### src/inc/lbs_pkg.sv
// package: constants and types of the lin break and sync detector
// Overview of operation
// - ctrl bit 11 set masks break compare irq
// - ctrl bit 10 set masks break error irq
// - ctrl bit 9 swaps uart for gpio pins
// - ctrl bit 8 holds uart rx high until the stop condition
// - ctrl bit 7 picks stop edge polarity
// - ctrl bit 4 enables stop interrupt
// - ctrl bit 3 enables start interrupt
// - ctrl bit 2 is master enable
// - ctrl bit 1 holds edge counters cleared
// - ctrl bit 0 resets unit, clears after 15us
// - status bit 0x20 shows reset completed
// - break timer counts 131 khz periods
// - first fall starts timer; exceeding compare interrupts
// - first fall is edge one of the count; rises count from the next fall
// - configured edge count gives stop condition
package lbs_pkg;

  // timing
  localparam int CLK_KHZ = 125000;
  localparam int CLK_PERIOD_NS = 8;
  localparam int REF_KHZ = 131;
  localparam int TICK_DIV = CLK_KHZ / REF_KHZ;
  localparam int TICK_W = 10;
  localparam logic [TICK_W-1:0] TICK_LAST = TICK_W'(TICK_DIV - 1);
  localparam int SRST_NS = 15000;
  localparam int SRST_CYC = (SRST_NS + CLK_PERIOD_NS - 1) / CLK_PERIOD_NS;
  localparam int SRST_W = 11;
  localparam logic [SRST_W-1:0] SRST_LAST = SRST_W'(SRST_CYC - 1);

  // system address of the control register, word indices on the bus
  localparam logic [31:0] CTRL0_SYS_ADDR = 32'hffff0784;
  localparam int ADDR_W = 3;
  localparam logic [ADDR_W-1:0] IDX_CTRL0 = 3'h0;
  localparam logic [ADDR_W-1:0] IDX_EDGE_CFG = 3'h1;
  localparam logic [ADDR_W-1:0] IDX_BRK_CMP = 3'h2;
  localparam logic [ADDR_W-1:0] IDX_EDGE_CNT = 3'h3;
  localparam logic [ADDR_W-1:0] IDX_BRK_TMR = 3'h4;
  localparam logic [ADDR_W-1:0] IDX_STATUS = 3'h5;

  // control register fields
  localparam int CTL_BRK_CMP_DIS = 11;
  localparam int CTL_BRK_ERR_DIS = 10;
  localparam int CTL_TEST = 9;
  localparam int CTL_GATE = 8;
  localparam int CTL_STOP_RISE = 7;
  localparam int CTL_STOP_IE = 4;
  localparam int CTL_START_IE = 3;
  localparam int CTL_EN = 2;
  localparam int CTL_CNT_CLR = 1;
  localparam int CTL_SRST = 0;
  localparam logic [15:0] CTRL0_RST = 16'h0000;
  localparam logic [15:0] CTRL0_WMASK = 16'h0f9f;
  localparam logic [15:0] CTRL0_SRST_VAL = 16'h0001;

  // edge config fields and other widths
  localparam int CNT_W = 4;
  localparam int CFG_STOP_LSB = 4;
  localparam int CFG_START_LSB = 0;
  localparam logic [7:0] EDGE_CFG_RST = 8'h00;
  localparam int BRK_W = 12;
  localparam logic [BRK_W-1:0] BRK_CMP_RST = 12'h000;

  // status bits
  localparam int ST_START = 0;
  localparam int ST_STOP = 1;
  localparam int ST_BRK_CMP = 2;
  localparam int ST_BRK_ERR = 3;
  localparam int ST_FLAGS = 4;
  localparam int ST_RST_DONE = 5;

  // recessive bus level
  localparam logic LIN_IDLE = 1'b1;

  typedef enum logic [3:0] {
    ST_IDLE  = 4'b0001,
    ST_BREAK = 4'b0010,
    ST_SYNC  = 4'b0100,
    ST_DONE  = 4'b1000
  } lbs_state_e;

endpackage : lbs_pkg

### src/hw/lbs_core.sv
// module: lin break and sync detector with avalon-mm registers
`timescale 1ns/1ns
module lbs_core (
  // clock and reset
  input wire logic clk_in,
  input wire logic rst_in,
  // avalon-mm slave
  input wire logic [lbs_pkg::ADDR_W-1:0] avs_address_in,
  input wire logic avs_read_in,
  input wire logic avs_write_in,
  input wire logic [31:0] avs_writedata_in,
  input wire logic [3:0] avs_byteenable_in,
  output logic [31:0] avs_readdata_out,
  output logic avs_waitrequest_out,
  // transceiver side
  input wire logic lin_rx_in,
  output logic lin_tx_out,
  // uart side
  input wire logic uart_tx_in,
  output logic uart_rx_out,
  // test mode gpio pins
  input wire logic gpio_tx_in,
  output logic gpio_rx_out,
  // event pulses
  output logic start_irq_out,
  output logic stop_irq_out,
  output logic brk_cmp_irq_out,
  output logic brk_err_irq_out
);

  logic [15:0] ctrl0;
  logic [7:0] edge_cfg;
  logic [lbs_pkg::BRK_W-1:0] brk_cmp;
  logic [lbs_pkg::BRK_W-1:0] brk_timer;
  logic [lbs_pkg::CNT_W-1:0] fall_cnt;
  logic [lbs_pkg::CNT_W-1:0] rise_cnt;
  logic [lbs_pkg::ST_FLAGS-1:0] flags;
  logic [lbs_pkg::SRST_W-1:0] srst_cnt;
  lbs_pkg::lbs_state_e state;
  lbs_pkg::lbs_state_e next_state;
  logic rx_s1, rx_s2, rx_d;
  logic gtx_s1, gtx_s2;
  logic done_q;
  logic tick;
  logic cmp_seen, err_seen;
  logic soft_rst, req, wr_take;
  logic fall, rise, active, in_cnt;
  logic stop_edge, stop_hit, start_hit, cmp_hit, err_hit;
  logic [lbs_pkg::CNT_W-1:0] next_fall, next_rise, stop_num, start_num;
  logic [31:0] rd_val, wr_val, w1c;

  // byte-lane merge of write data into the current value
  function automatic logic [31:0] be_merge(input logic [31:0] old_v,
                                           input logic [31:0] new_v,
                                           input logic [3:0] be);
    logic [31:0] r;
    r = old_v;
    for (int i = 0; i < 4; i++)
    begin
      if (be[i])
      begin
        r[8*i +: 8] = new_v[8*i +: 8];
      end
    end
    return r;
  endfunction : be_merge

  // edge counter step, saturating so a long frame cannot wrap back
  function automatic logic [lbs_pkg::CNT_W-1:0] cnt_step(
    input logic [lbs_pkg::CNT_W-1:0] c, input logic inc);
    logic [lbs_pkg::CNT_W-1:0] r;
    r = c;
    if (inc && (c != '1))
    begin
      r = c + 1'b1;
    end
    return r;
  endfunction : cnt_step

  // reference tick generator, held while no frame is timed
  lbs_tick_gen u_tick (
    .clk_in(clk_in),
    .rst_in(rst_in),
    .clear_in(!active),
    .tick_out(tick)
  );

  // pin synchronisers; first stages feed only the second
  always_ff @(posedge clk_in or posedge rst_in)
  begin
    if (rst_in)
    begin
      rx_s1 <= lbs_pkg::LIN_IDLE;
      rx_s2 <= lbs_pkg::LIN_IDLE;
      rx_d <= lbs_pkg::LIN_IDLE;
      gtx_s1 <= lbs_pkg::LIN_IDLE;
      gtx_s2 <= lbs_pkg::LIN_IDLE;
    end
    else
    begin
      rx_s1 <= lin_rx_in;
      rx_s2 <= rx_s1;
      rx_d <= rx_s2;
      gtx_s1 <= gpio_tx_in;
      gtx_s2 <= gtx_s1;
    end
  end

  // decode of bus, edges and frame events
  always_comb
  begin
    soft_rst = ctrl0[lbs_pkg::CTL_SRST];
    req = avs_read_in | avs_write_in;
    avs_waitrequest_out = req & !done_q;
    wr_take = req & done_q & avs_write_in;
    fall = rx_d & !rx_s2;
    rise = !rx_d & rx_s2;
    active = (state == lbs_pkg::ST_BREAK) || (state == lbs_pkg::ST_SYNC);
    // break fall is edge one, so counts match the frame's edge numbers
    in_cnt = ((state == lbs_pkg::ST_IDLE) && ctrl0[lbs_pkg::CTL_EN]) ||
             active;
    next_fall = cnt_step(fall_cnt, fall & in_cnt);
    next_rise = cnt_step(rise_cnt, rise & (state == lbs_pkg::ST_SYNC));
    stop_num = edge_cfg[lbs_pkg::CFG_STOP_LSB +: lbs_pkg::CNT_W];
    start_num = edge_cfg[lbs_pkg::CFG_START_LSB +: lbs_pkg::CNT_W];
    if (ctrl0[lbs_pkg::CTL_STOP_RISE])
    begin
      stop_edge = rise && (state == lbs_pkg::ST_SYNC) &&
                  (next_rise == stop_num);
    end
    else
    begin
      stop_edge = fall && in_cnt && (next_fall == stop_num);
    end
    stop_hit = stop_edge && (stop_num != '0) &&
               !ctrl0[lbs_pkg::CTL_CNT_CLR];
    start_hit = fall && in_cnt && (next_fall == start_num) &&
                (start_num != '0) && !ctrl0[lbs_pkg::CTL_CNT_CLR];
    cmp_hit = active && !cmp_seen && (brk_timer > brk_cmp);
    err_hit = active && !err_seen && (brk_timer == '1);
  end

  // frame sequencer; enable low parks it in idle
  always_comb
  begin
    next_state = state;
    case (state)
      lbs_pkg::ST_IDLE:
      begin
        if (stop_hit)
        begin
          next_state = lbs_pkg::ST_DONE;
        end
        else if (fall)
        begin
          next_state = lbs_pkg::ST_BREAK;
        end
      end
      lbs_pkg::ST_BREAK:
      begin
        if (stop_hit)
        begin
          next_state = lbs_pkg::ST_DONE;
        end
        else if (fall)
        begin
          next_state = lbs_pkg::ST_SYNC;
        end
      end
      lbs_pkg::ST_SYNC:
      begin
        if (stop_hit)
        begin
          next_state = lbs_pkg::ST_DONE;
        end
      end
      lbs_pkg::ST_DONE:
      begin
        next_state = lbs_pkg::ST_DONE;
      end
      default:
      begin
        next_state = lbs_pkg::ST_IDLE;
      end
    endcase
    if (!ctrl0[lbs_pkg::CTL_EN])
    begin
      next_state = lbs_pkg::ST_IDLE;
    end
  end

  // register read mux; unmapped words read as zero
  always_comb
  begin
    rd_val = 32'h0000_0000;
    case (avs_address_in)
      lbs_pkg::IDX_CTRL0: rd_val[15:0] = ctrl0;
      lbs_pkg::IDX_EDGE_CFG: rd_val[7:0] = edge_cfg;
      lbs_pkg::IDX_BRK_CMP: rd_val[lbs_pkg::BRK_W-1:0] = brk_cmp;
      lbs_pkg::IDX_EDGE_CNT: rd_val[7:0] = {rise_cnt, fall_cnt};
      lbs_pkg::IDX_BRK_TMR: rd_val[lbs_pkg::BRK_W-1:0] = brk_timer;
      lbs_pkg::IDX_STATUS:
      begin
        rd_val[lbs_pkg::ST_FLAGS-1:0] = flags;
        rd_val[lbs_pkg::ST_RST_DONE] = !soft_rst;
      end
      default: rd_val = 32'h0000_0000;
    endcase
    wr_val = be_merge(rd_val, avs_writedata_in, avs_byteenable_in);
    w1c = be_merge(32'h0000_0000, avs_writedata_in, avs_byteenable_in);
  end

  // bus answer: one wait cycle, read data captured then
  always_ff @(posedge clk_in or posedge rst_in)
  begin
    if (rst_in)
    begin
      done_q <= 1'b0;
      avs_readdata_out <= 32'h0000_0000;
    end
    else
    begin
      done_q <= req & !done_q;
      if (avs_read_in && !done_q)
      begin
        avs_readdata_out <= rd_val;
      end
    end
  end

  // control register with self clearing unit reset
  always_ff @(posedge clk_in or posedge rst_in)
  begin
    if (rst_in)
    begin
      ctrl0 <= lbs_pkg::CTRL0_RST;
      srst_cnt <= '0;
    end
    else if (soft_rst)
    begin
      // writes are dropped until the reset has run out
      if (srst_cnt == lbs_pkg::SRST_LAST)
      begin
        ctrl0 <= lbs_pkg::CTRL0_RST;
        srst_cnt <= '0;
      end
      else
      begin
        srst_cnt <= srst_cnt + 1'b1;
      end
    end
    else if (wr_take && (avs_address_in == lbs_pkg::IDX_CTRL0))
    begin
      if (wr_val[lbs_pkg::CTL_SRST])
      begin
        ctrl0 <= lbs_pkg::CTRL0_SRST_VAL;
      end
      else
      begin
        ctrl0 <= wr_val[15:0] & lbs_pkg::CTRL0_WMASK;
      end
    end
  end

  // edge config and break compare value
  always_ff @(posedge clk_in or posedge rst_in)
  begin
    if (rst_in)
    begin
      edge_cfg <= lbs_pkg::EDGE_CFG_RST;
      brk_cmp <= lbs_pkg::BRK_CMP_RST;
    end
    else if (soft_rst)
    begin
      edge_cfg <= lbs_pkg::EDGE_CFG_RST;
      brk_cmp <= lbs_pkg::BRK_CMP_RST;
    end
    else if (wr_take && (avs_address_in == lbs_pkg::IDX_EDGE_CFG))
    begin
      edge_cfg <= wr_val[7:0];
    end
    else if (wr_take && (avs_address_in == lbs_pkg::IDX_BRK_CMP))
    begin
      brk_cmp <= wr_val[lbs_pkg::BRK_W-1:0];
    end
  end

  // sequencer state
  always_ff @(posedge clk_in or posedge rst_in)
  begin
    if (rst_in)
    begin
      state <= lbs_pkg::ST_IDLE;
    end
    else if (soft_rst)
    begin
      state <= lbs_pkg::ST_IDLE;
    end
    else
    begin
      state <= next_state;
    end
  end

  // edge counters, held at zero by the clear bit and in idle
  always_ff @(posedge clk_in or posedge rst_in)
  begin
    if (rst_in)
    begin
      fall_cnt <= '0;
      rise_cnt <= '0;
    end
    else if (soft_rst || ctrl0[lbs_pkg::CTL_CNT_CLR] ||
             (next_state == lbs_pkg::ST_IDLE))
    begin
      fall_cnt <= '0;
      rise_cnt <= '0;
    end
    else if (state != lbs_pkg::ST_DONE)
    begin
      fall_cnt <= next_fall;
      rise_cnt <= next_rise;
    end
  end

  // break timer in reference periods, saturating at all ones
  always_ff @(posedge clk_in or posedge rst_in)
  begin
    if (rst_in)
    begin
      brk_timer <= '0;
      cmp_seen <= 1'b0;
      err_seen <= 1'b0;
    end
    else if (soft_rst || (state == lbs_pkg::ST_IDLE))
    begin
      brk_timer <= '0;
      cmp_seen <= 1'b0;
      err_seen <= 1'b0;
    end
    else
    begin
      if (active && tick && (brk_timer != '1))
      begin
        brk_timer <= brk_timer + 1'b1;
      end
      cmp_seen <= cmp_seen | cmp_hit;
      err_seen <= err_seen | err_hit;
    end
  end

  // sticky status, write one clears, a new event wins over the clear
  always_ff @(posedge clk_in or posedge rst_in)
  begin
    if (rst_in)
    begin
      flags <= '0;
    end
    else if (soft_rst)
    begin
      flags <= '0;
    end
    else
    begin
      flags <= (flags & ~((wr_take &&
                (avs_address_in == lbs_pkg::IDX_STATUS)) ?
                w1c[lbs_pkg::ST_FLAGS-1:0] : 4'h0)) |
               {err_hit, cmp_hit, stop_hit, start_hit};
    end
  end

  // interrupt pulses gated by their enable and disable bits
  always_ff @(posedge clk_in or posedge rst_in)
  begin
    if (rst_in)
    begin
      start_irq_out <= 1'b0;
      stop_irq_out <= 1'b0;
      brk_cmp_irq_out <= 1'b0;
      brk_err_irq_out <= 1'b0;
    end
    else
    begin
      start_irq_out <= start_hit & ctrl0[lbs_pkg::CTL_START_IE];
      stop_irq_out <= stop_hit & ctrl0[lbs_pkg::CTL_STOP_IE];
      brk_cmp_irq_out <= cmp_hit & !ctrl0[lbs_pkg::CTL_BRK_CMP_DIS];
      brk_err_irq_out <= err_hit & !ctrl0[lbs_pkg::CTL_BRK_ERR_DIS];
    end
  end

  // pin routing; uart rx stays gated until the frame head is seen
  always_ff @(posedge clk_in or posedge rst_in)
  begin
    if (rst_in)
    begin
      lin_tx_out <= lbs_pkg::LIN_IDLE;
      uart_rx_out <= lbs_pkg::LIN_IDLE;
      gpio_rx_out <= lbs_pkg::LIN_IDLE;
    end
    else
    begin
      lin_tx_out <= ctrl0[lbs_pkg::CTL_TEST] ? gtx_s2 : uart_tx_in;
      gpio_rx_out <= ctrl0[lbs_pkg::CTL_TEST] ? rx_s2 : lbs_pkg::LIN_IDLE;
      if (ctrl0[lbs_pkg::CTL_TEST] ||
          (ctrl0[lbs_pkg::CTL_GATE] && (state != lbs_pkg::ST_DONE)))
      begin
        uart_rx_out <= lbs_pkg::LIN_IDLE;
      end
      else
      begin
        uart_rx_out <= rx_s2;
      end
    end
  end

  logic [lbs_pkg::SRST_W-1:0] a_len;
  always_ff @(posedge clk_in or posedge rst_in)
  begin
    if (rst_in)
    begin
      a_len <= '0;
    end
    else
    begin
      a_len <= soft_rst ? a_len + 1'b1 : '0;
    end
  end
endmodule : lbs_core

### src/hw/lbs_tick_gen.sv
// module: 131 khz reference tick from the core clock
`timescale 1ns/1ns
module lbs_tick_gen (
  // clock and reset
  input wire logic clk_in,
  input wire logic rst_in,
  // control and tick
  input wire logic clear_in,
  output logic tick_out
);

  logic [lbs_pkg::TICK_W-1:0] div_cnt;

  // clear realigns the phase to the first falling edge of the frame
  always_ff @(posedge clk_in or posedge rst_in)
  begin
    if (rst_in)
    begin
      div_cnt <= '0;
      tick_out <= 1'b0;
    end
    else if (clear_in)
    begin
      div_cnt <= '0;
      tick_out <= 1'b0;
    end
    else if (div_cnt == lbs_pkg::TICK_LAST)
    begin
      div_cnt <= '0;
      tick_out <= 1'b1;
    end
    else
    begin
      div_cnt <= div_cnt + 1'b1;
      tick_out <= 1'b0;
    end
  end

endmodule : lbs_tick_gen

### config.mk
export PLATFORM = sky130hd
export DESIGN_NAME = lbs_core
export DESIGN_NICKNAME = d
export VERILOG_FILES = /design/src/inc/lbs_pkg.sv /design/src/hw/lbs_core.sv /design/src/hw/lbs_tick_gen.sv
export SDC_FILE = /design/constraint.sdc
export NUM_CORES = 1
export LEC_CHECK = 0
export BUFFER_PORTS_ARGS = -buffer_cell sky130_fd_sc_hd__buf_2
export CAP_MARGIN = 20
export CELL_PAD_IN_SITES_DETAIL_PLACEMENT = 0
export CELL_PAD_IN_SITES_GLOBAL_PLACEMENT = 1
export CORE_MARGIN = 2
export CORE_UTILIZATION = 43
export DETAILED_ROUTE_END_ITERATION = 10
export GPL_TIMING_DRIVEN = 0
export HOLD_SLACK_MARGIN = 0.12
export PLACE_DENSITY_LB_ADDON = 0.12
export SLEW_MARGIN = 40
export SYNTH_ARGS = -nofsm -noshare
export SYNTH_HDL_FRONTEND = slang
export SYNTH_SLANG_ARGS = --single-unit
### constraint.sdc
create_clock -name clk_in -period 5.3 [get_ports clk_in]
set_input_delay 1.06 -clock clk_in [delete_from_list [all_inputs] [get_ports clk_in]]
set_output_delay 1.06 -clock clk_in [all_outputs]
set_load 0.01 [all_outputs]
=== Word level (Yosys, flattened, before mapping) ===
Index checks and enable logic that the tools add are counted.

* Flip-flop bits (word level): 117
* Bits in latches: 0
* Memory bits (writable): 0
* Memory bits (read-only): 0
* Bits of input ports: 46
* Output and inout port bits: 40
* Logic and storage cells: 169
* Memories: 0

* $add $sub $neg: 5
* Multiply operators: 0
* Div/mod/pow operators: 0
* $lt $le $gt $ge: 1
* Equal/unequal tests: 22
* Shifts and indexed selects: 0
* Multiplexer cells: 47
* Bitwise operators: 17
* Reductions and logical operators: 49

{| class="wikitable"
|+ Operator list
! cell !! number
|-
| $mux 12 || 6
|-
| $mux 4 || 18
|-
| $mux 16 || 3
|-
| $logic_and 1x1->1 || 24
|-
| $mux 8 || 3
|-
| $pmux 4 s6 || 1
|-
| $mux 10 || 2
|-
| $pmux 4 s4 || 1
|-
| $add 12x1->12 const B || 1
|-
| $eq 12x12->1 const B || 1
|-
| $eq 4x4->1 || 3
|-
| $gt 12x12->1 || 1
|-
| $ne 12x12->1 const B || 1
|-
| $ne 4x4->1 const B || 3
|-
| $pmux 4 s3 || 1
|-
| $add 11x1->11 const B || 1
|-
| $and 1x1->1 || 11
|-
| $eq 11x11->1 const B || 1
|-
| $mux 11 || 1
|-
| $add 10x1->10 const B || 1
|-
| $eq 10x10->1 const B || 1
|-
| $pmux 2 s5 || 1
|-
| $reduce_bool 2->1 || 5
|-
| $logic_not 1->1 || 9
|-
| other kinds (21) || 41
|}

=== Logic depth before layout (Yosys ltp) ===
Gate-level depths: netlist of run 1.

* Depth in word-level cells: 17
* Gate-level depth with buffers: 10
* Depth with buffers taken out: 9

=== Hierarchy ===
Synthesis of run 1 repeated with hierarchy kept, for this count alone.

* Cells, all modules: 652
* Area, all modules: 6177.2 µm²

{| class="wikitable"
|+ By module, submodules not included
! module !! times used !! cells an instance !! area an instance (µm²) !! sequential area each (µm²)
|-
| lbs_core || 1 || 595 || 5582.9 || 2438.6
|-
| lbs_tick_gen || 1 || 57 || 594.3 || 275.3
|}

=== Worst setup path after synthesis of run 1 ===
OpenSTA, ideal clock, no wires.

* Path type: input to register
* Start: input port avs_address_in[1] (netlist bit)
* End: register edge_cfg[1]
* Arrival: 2.545 ns
* Data required time: 5.168 ns
* Path slack: 2.623 ns
* Stages: 8
* Cells stage by stage: clkbuf_1 > buf_2 > clkbuf_1 > a21oi_1 > o41ai_1 > nor2_1 > a21oi_1 > nor2_1

* Longest elaborated chain between the ends: 5
* Elaborated cells between the ends (all ways): 12

{| class="wikitable"
|+ RTL lines
! element !! RTL line !! text
|-
| start: declaration || lbs_core.sv:8 || <nowiki>input wire logic [lbs_pkg::ADDR_W-1:0] avs_address_in,</nowiki>
|-
| $eq 3x3->1 (tied with other cells) || lbs_core.sv:196 || <nowiki>case (avs_address_in)</nowiki>
|-
| $pmux 4 s6 || lbs_core.sv:196 ||
|-
| $mux 8 || lbs_core.sv:60 || <nowiki>if (be[i])</nowiki>
|-
| $mux 8 || lbs_core.sv:278 || <nowiki>else if (wr_take && (avs_address_in == lbs_pkg::IDX_EDGE_CFG))</nowiki>
|-
| $mux 8 || lbs_core.sv:273 || <nowiki>else if (soft_rst)</nowiki>
|-
| end signal: assignment || lbs_core.sv:270 || <nowiki>edge_cfg <= lbs_pkg::EDGE_CFG_RST;</nowiki>
|-
| end signal: assignment || lbs_core.sv:275 || <nowiki>edge_cfg <= lbs_pkg::EDGE_CFG_RST;</nowiki>
|-
| end signal: assignment || lbs_core.sv:280 || <nowiki>edge_cfg <= wr_val[7:0];</nowiki>
|-
| end: declaration || lbs_core.sv:32 || <nowiki>logic [7:0] edge_cfg;</nowiki>
|}

Several ways; a longest one is shown, not always the timed one. The select of a mux whose other input is x is not followed.
A chain may end at the register's enable or synchronous reset.

=== Worst setup path in the final report of run 1 ===
* Start: input port avs_address_in[1] (netlist bit)
* End: register brk_cmp[1] (netlist bit)

* Longest elaborated chain between the ends: 6
* Elaborated cells between the ends (all ways): 16

{| class="wikitable"
|+ RTL lines
! element !! RTL line !! text
|-
| $eq 3x3->1 (tied with other cells) || lbs_core.sv:196 ||
|-
| $pmux 4 s6 || lbs_core.sv:196 ||
|-
| $mux 8 || lbs_core.sv:60 ||
|-
| $mux 12 || lbs_core.sv:282 || <nowiki>else if (wr_take && (avs_address_in == lbs_pkg::IDX_BRK_CMP))</nowiki>
|-
| $mux 12 || lbs_core.sv:278 ||
|-
| $mux 12 || lbs_core.sv:273 ||
|-
| end signal: assignment || lbs_core.sv:271 || <nowiki>brk_cmp <= lbs_pkg::BRK_CMP_RST;</nowiki>
|-
| end signal: assignment || lbs_core.sv:276 || <nowiki>brk_cmp <= lbs_pkg::BRK_CMP_RST;</nowiki>
|-
| end signal: assignment || lbs_core.sv:284 || <nowiki>brk_cmp <= wr_val[lbs_pkg::BRK_W-1:0];</nowiki>
|-
| end: declaration || lbs_core.sv:33 || <nowiki>logic [lbs_pkg::BRK_W-1:0] brk_cmp;</nowiki>
|}

Several ways; a longest one is shown, not always the timed one. The select of a mux whose other input is x is not followed.

==> impl_metrics.toml, run 1 <==
[layout]
area_growth_pct = 13.9
antenna_cells = 0
fin_nets = 786
drive_gt1_frac = 0.171

[setup_path]
r2r_start = "fall_cnt[0]"
worstPathRequired_ps = 5530
crit_path_end_kind = "register"
arrival_ps = 3340
criticalPathCategory = "in -> reg"
critPathLaunch = "avs_address_in[1]"
cp_max_fo = 10
start_kind = "input pin"

[synthesis]
synth_common_cells = "99 x dfrtp_1, 76 x nor2_1, 60 x nand2_1"
netlist.area_leader.share = 0.404
async_reset_ff_frac = 1.00
synthCells = 648
synthMuxAreaShare = 0.0606
yosys.area_share.simple = 0.205
synthAdderAreaFrac = 0.0388
syn_area_um2 = 6130
avgSynthCellArea_um2 = 9.47
yosys-top-cells-area = "dfrtp_1 40%, nor2_1 4.7%, xor2_1 4.0%"
synth_seq_area_share = 0.442
synth_top_family_by_area = "simple AND/OR/NAND/NOR gates"
synth_compound_area_frac = 0.138
synth-edff-count = 0
synth-main-ff-cell = "dfrtp_1"
yosys.area_share.xor_xnor = 0.0514
yosysMostFrequentCell = "dfrtp_1"
synth_area_leader_cell = "dfrtp_1"
yosys_warnings = 0
synth.distinct_cells = 75
ys_seq_elements = 108

[clock_tree]
cts_buffers = 9
h-tree-depth = 3
clock_latency_ps = 360
cts_tree = "built"
clockBufferDepth = 2
ctsResizeCount = 0
cts_sinks = 108
cts_hold_buf = 0
clk_pin_slew_ps = 80
cts-root-buf = "clkbuf_16"
cts_setup_buffers = 0

[grt]
met2_usage = 0.364
grt_pass1_wl_um = 25900
gr-usage-met1 = 0.304
grt.overflow.total = 0
grt_use_met3 = 0.0332
antenna_found_initial = 0
grt_pass1_vias = 4886
top_usage_layer = "met2"
grt_max_degree = 62
grtUsageTotal = 0.224

[timing]
final.setup.worst_slack_ps = 2190
rsz0062_at_grt = "no"
clock_skew_ps = 10.8
fmax_mhz = 321
max_slew.worst_pin.slew_ps = 816
period_minus_slack_ps = 3110
setup_viol = 0
slew_headroom = 0.455
period_share = 0.587
finalHoldViolCount = 0
slew_viol_final = 0
setup_tns_ps = 0

[job]
drv_cap = 0

[routing]
wl_per_cell_um = 17.6
dr.pass1.iters = 4
via_per_inst = 5.40
antenna_left = 0
drc_errors = 0
vias = 4895
drt_iter0_markers = 392
wirelength_um = 15900

[pwr]
power_density_nw_per_um2 = 233
fin_total_pwr_uw = 1630
leakage_uw = 0.00313
vdd_ir_drop_max_mv = 0.175

[floorplan]
start_util = 0.440
dieWidth_um = 123
design.core.area_um2 = 13900
top_level_ports = 86
fp.dieH_um = 123
design.die.area_um2 = 15200
rows = 43

[placed_design]
dp.final_hpwl_um = 11800
numPortBuffers = 46
gp_congestion = 0.846
dp_slack_ps = 1910

[worst_hold_path]
hold_class = "reg -> reg"
worstHoldStart = "gtx_s1"

[status]
status = "completed"
-- registers in the layout, summed over array words and instances (netlist names), 4 cells and up --
signal,flops
srst_cnt,11
fall_cnt,4
u_tick.div_cnt,10
edge_cfg,8
brk_cmp,12
avs_readdata_out,13
flags,4
ctrl0,10
state,4
brk_timer,12
rise_cnt,4
-- layout by cell type, fill, tap and decap left out, types with 4 or more instances in the layout --
cell       instances
a21o_1             5
buf_2             51
a21oi_1           31
or3_1              6
o21ai_0           34
conb_1            16
buf_4             20
clkbuf_1          20
inv_1             30
xnor2_1            8
nor3_1             7
nor2_1            75
nand4_1           13
nor4_1             4
nand2_1           60
ha_1              19
a211oi_1           8
dfstp_2            9
xor2_1            28
o22ai_1            4
mux2i_1           20
and3_1            10
dfrtp_1           99
nand2b_1           7
nor2b_1            8
and2_1             5
clkbuf_16          9
nand3_1           24
mux2_2            10
a22o_1             7
-- cells by family (layout without fill, tap and decap cells) --
logic type | Yosys count | count (layout)
and+or+nand+nor | 247 | 247
adders and majority gates | 19 | 19
xor gates and xnor gates | 36 | 36
muxes | 33 | 33
AOI/OAI and AO/OA | 126 | 126
DFF | 108 | 108
buffers and inverters | 78 | 141
other | 1 | 16
-- worst paths after layout --
path                                        to  slack [ps]  cells after the start
setup / recovery                    brk_cmp[1]        2190                      8
hold / removal                          gtx_s2         360                      0
setup reg to reg                      state[3]        2470                      8
hold reg to reg                         gtx_s2         360                      0
max in group asynchronous               gtx_s1        3980                      3
min in group asynchronous  avs_readdata_out[1]         690                      2
-- worst max-delay path: stages --
cell      delay [ps]
clkbuf_1         280
buf_2            360
clkbuf_1         480
a21oi_1          120
o41ai_1          690
nor2_1           140
a21oi_1          150
nor2_1            50
-- power by group --
part	total [uW]	switching [uW]	internal, uW
sequential	835	3.65	831
combinational	99.5	64.7	34.8
clock	696	324	372
total	1630	392	1240
-- metal layers --
layer,wire length (um),vias up,share of wire
li1,-,2392,-
met1,7080,2375,0.45
met2,7690,102,0.48
met3,731,26,0.046
met4,405,0,0.025
met5,0,-,0
-- area by class of cell --
type | count | area, um2
fill | 1365 | 6950
timing repair buffer | 47 | 258
inverter | 32 | 128
clock inverter | 6 | 68.8
tap | 180 | 225
clock buffer | 10 | 229
sequential | 108 | 2710
buffer | 46 | 269
multi-input combinational | 477 | 3100
-- per-stage QoR --
| step | util | instances | hold WS, ps | area [um2] |
|---|---|---|---|---|
| final | 0.502 | 906 | 358 | 6990 |
| after global routing | 0.502 | 906 | 362 | 6990 |
| after CTS | 0.501 | 906 | 358 | 6980 |
| after detailed placement | 0.480 | 890 | 347 | 6680 |
| after global placement | 0.477 | 889 | 346 | 6650 |
| after floorplan | - | 663 | 345 | 6190 |
Power figures use the tool's default switching activity.
==> inputs of run 2 (changes only) <==
- CORE_UTILIZATION: 43 -> 40
- clock period: 5.3 -> 2.8 ns (I/O delays scaled with it)
==> run 2 against run 1 <==
  * Cell count up 1.1%
  * Hold slack worse by 130 ps
  * Sequential power up 89%
  * Cell area up 1.5%
  * Via count up 0.51%
  * Total power up 91%
  * Critical path type is now reg -> reg
  * Critical endpoint is now state[3]
==> impl_metrics.toml, run 2 (same netlist as run 1, synthesis figures left out) <==
[status]
status = "completed"

[floorplan]
top_level_ports = 86
rows = 45
start_util = 0.407
fp.dieH_um = 128
design.die.area_um2 = 16300
dieWidth_um = 128
design.core.area_um2 = 15100

[setup_path]
cp_cell_sequence = "ha_1 -> and3_1 -> o41ai_1 -> o311ai_2 -> xnor2_2 -> o2111ai_2 -> a221o_1 -> o31ai_1"
crit_path_end_kind = "register"
cp_max_fo = 6
criticalPathCategory = "reg -> reg"
slowest_stage = "dfrtp_1"
r2r_cells = 8
crit_buf_inv = 0
cp.depth = 8
path_delay_family = "compound AO/OA/AOI/OAI gates"
max_stage_delay_ps = 490
start_kind = "register"
worstPathRequired_ps = 3040
arrival_ps = 2870

[pwr]
clock_power_share = 0.427
p_sw_uw = 724
intPower_uw = 2390
seq_power_share = 0.508
vdd_ir_drop_max_mv = 0.293
fin_total_pwr_uw = 3110
leakage_uw = 0.00317
switching_share = 0.233
power_density_nw_per_um2 = 439
power_frac_comb = 0.065

[timing]
period_share = 0.939
rsz0062_at_grt = "no"
slew_headroom = 0.450
fmax_mhz = 381
setup_viol = 0
setup_tns_ps = 0
slew_viol_final = 0
max_slew.worst_pin.slew_ps = 823
finalHoldViolCount = 0
period_minus_slack_ps = 2630
clock_skew_ps = 10.6
timing.hold.ws_ps = 233

[grt]
grtUsageTotal = 0.205
antenna_found_initial = 0
grt_pass1_vias = 4817
grt.overflow.total = 0
grt_pass1_wl_um = 26000
grt_max_degree = 25

[clock_tree]
clockBufferDepth = 2
clk_pin_slew_ps = 70
h-tree-depth = 3
clock_latency_ps = 360
cts_hold_buf = 0
cts-root-buf = "clkbuf_16"
cts_setup_buffers = 0
cts_tree = "built"
cts_buffers = 9
cts_sinks = 108
ctsResizeCount = 0

[routing]
drc_errors = 0
via_per_inst = 5.37
wirelength_um = 16000
drt_iter0_markers = 237
vias = 4920
antenna_left = 0
wl_per_cell_um = 17.5
dr.pass1.iters = 4

[layout]
antenna_cells = 0
design_area_um2 = 7090
fin_nets = 790
largest_register_ffs = 13
regMostFlops = "avs_readdata_out"
layout_common_cells = "99 x dfrtp_1, 75 x nor2_1, 60 x nand2_1"
drive_gt1_frac = 0.176
area_growth_pct = 15.6
layout_commonest_cell = "dfrtp_1"
final_util = 0.470
largest_registers = "avs_readdata_out: 13 flops, brk_cmp: 12 flops, brk_timer: 12 flops"

[job]
drv_cap = 0

[placed_design]
dp.final_hpwl_um = 12300
numPortBuffers = 46
dpl_cell_area_um2 = 6780
gp_congestion = 0.882

[worst_hold_path]
hold_class = "in -> async"
## run 2: path summary, 6_finish.rpt
check	startpoint	endpoint	slack, ps
setup / recovery	fall_cnt[0]	state[3]	170
hold / removal	rst_in	fall_cnt[0]	230
setup reg to reg	fall_cnt[0]	state[3]	170
hold reg to reg	rx_s1	rx_s2	360
max in group asynchronous	rst_in	brk_cmp[11]	1930
min in group clk_in	gpio_tx_in	gtx_s1	300
## run 2: final cells by class
cell class / count / area [um2]
Sequential cell: 108 / 2710
Timing Repair Buffer: 51 / 348
Tap cell: 188 / 235
Fill cell: 1475 / 8000
Inverter: 32 / 124
Clock inverter: 3 / 46.3
Clock buffer: 11 / 253
Multi-Input combinational cell: 477 / 3110
Buffer: 46 / 269
## run 2: power groups by stage
stage	logic, uW	clock network, uW	registers, uW
after floorplan	117	0	1610
after global placement	185	0	1610
after detailed placement	206	0	1610
after CTS	206	1360	1580
after global routing	226	1410	1580
final	204	1330	1580
## run 2: through the flow
stage               worst slack (ps)  std cells
floorplan                        467        663
global placement                -210        897
detailed placement              -222        902
CTS                             93.3        916
global route                    12.3        916
finish                           172        916
## run 2: metal layers
metal | vias to the layer above | track usage | wire [um]
met5 | - | 0 | 0
met4 | 0 | 0.0750 | 374
met3 | 17 | 0.0313 | 332
met2 | 66 | 0.334 | 7710
met1 | 2422 | 0.279 | 7600
li1 | 2415 | - | -
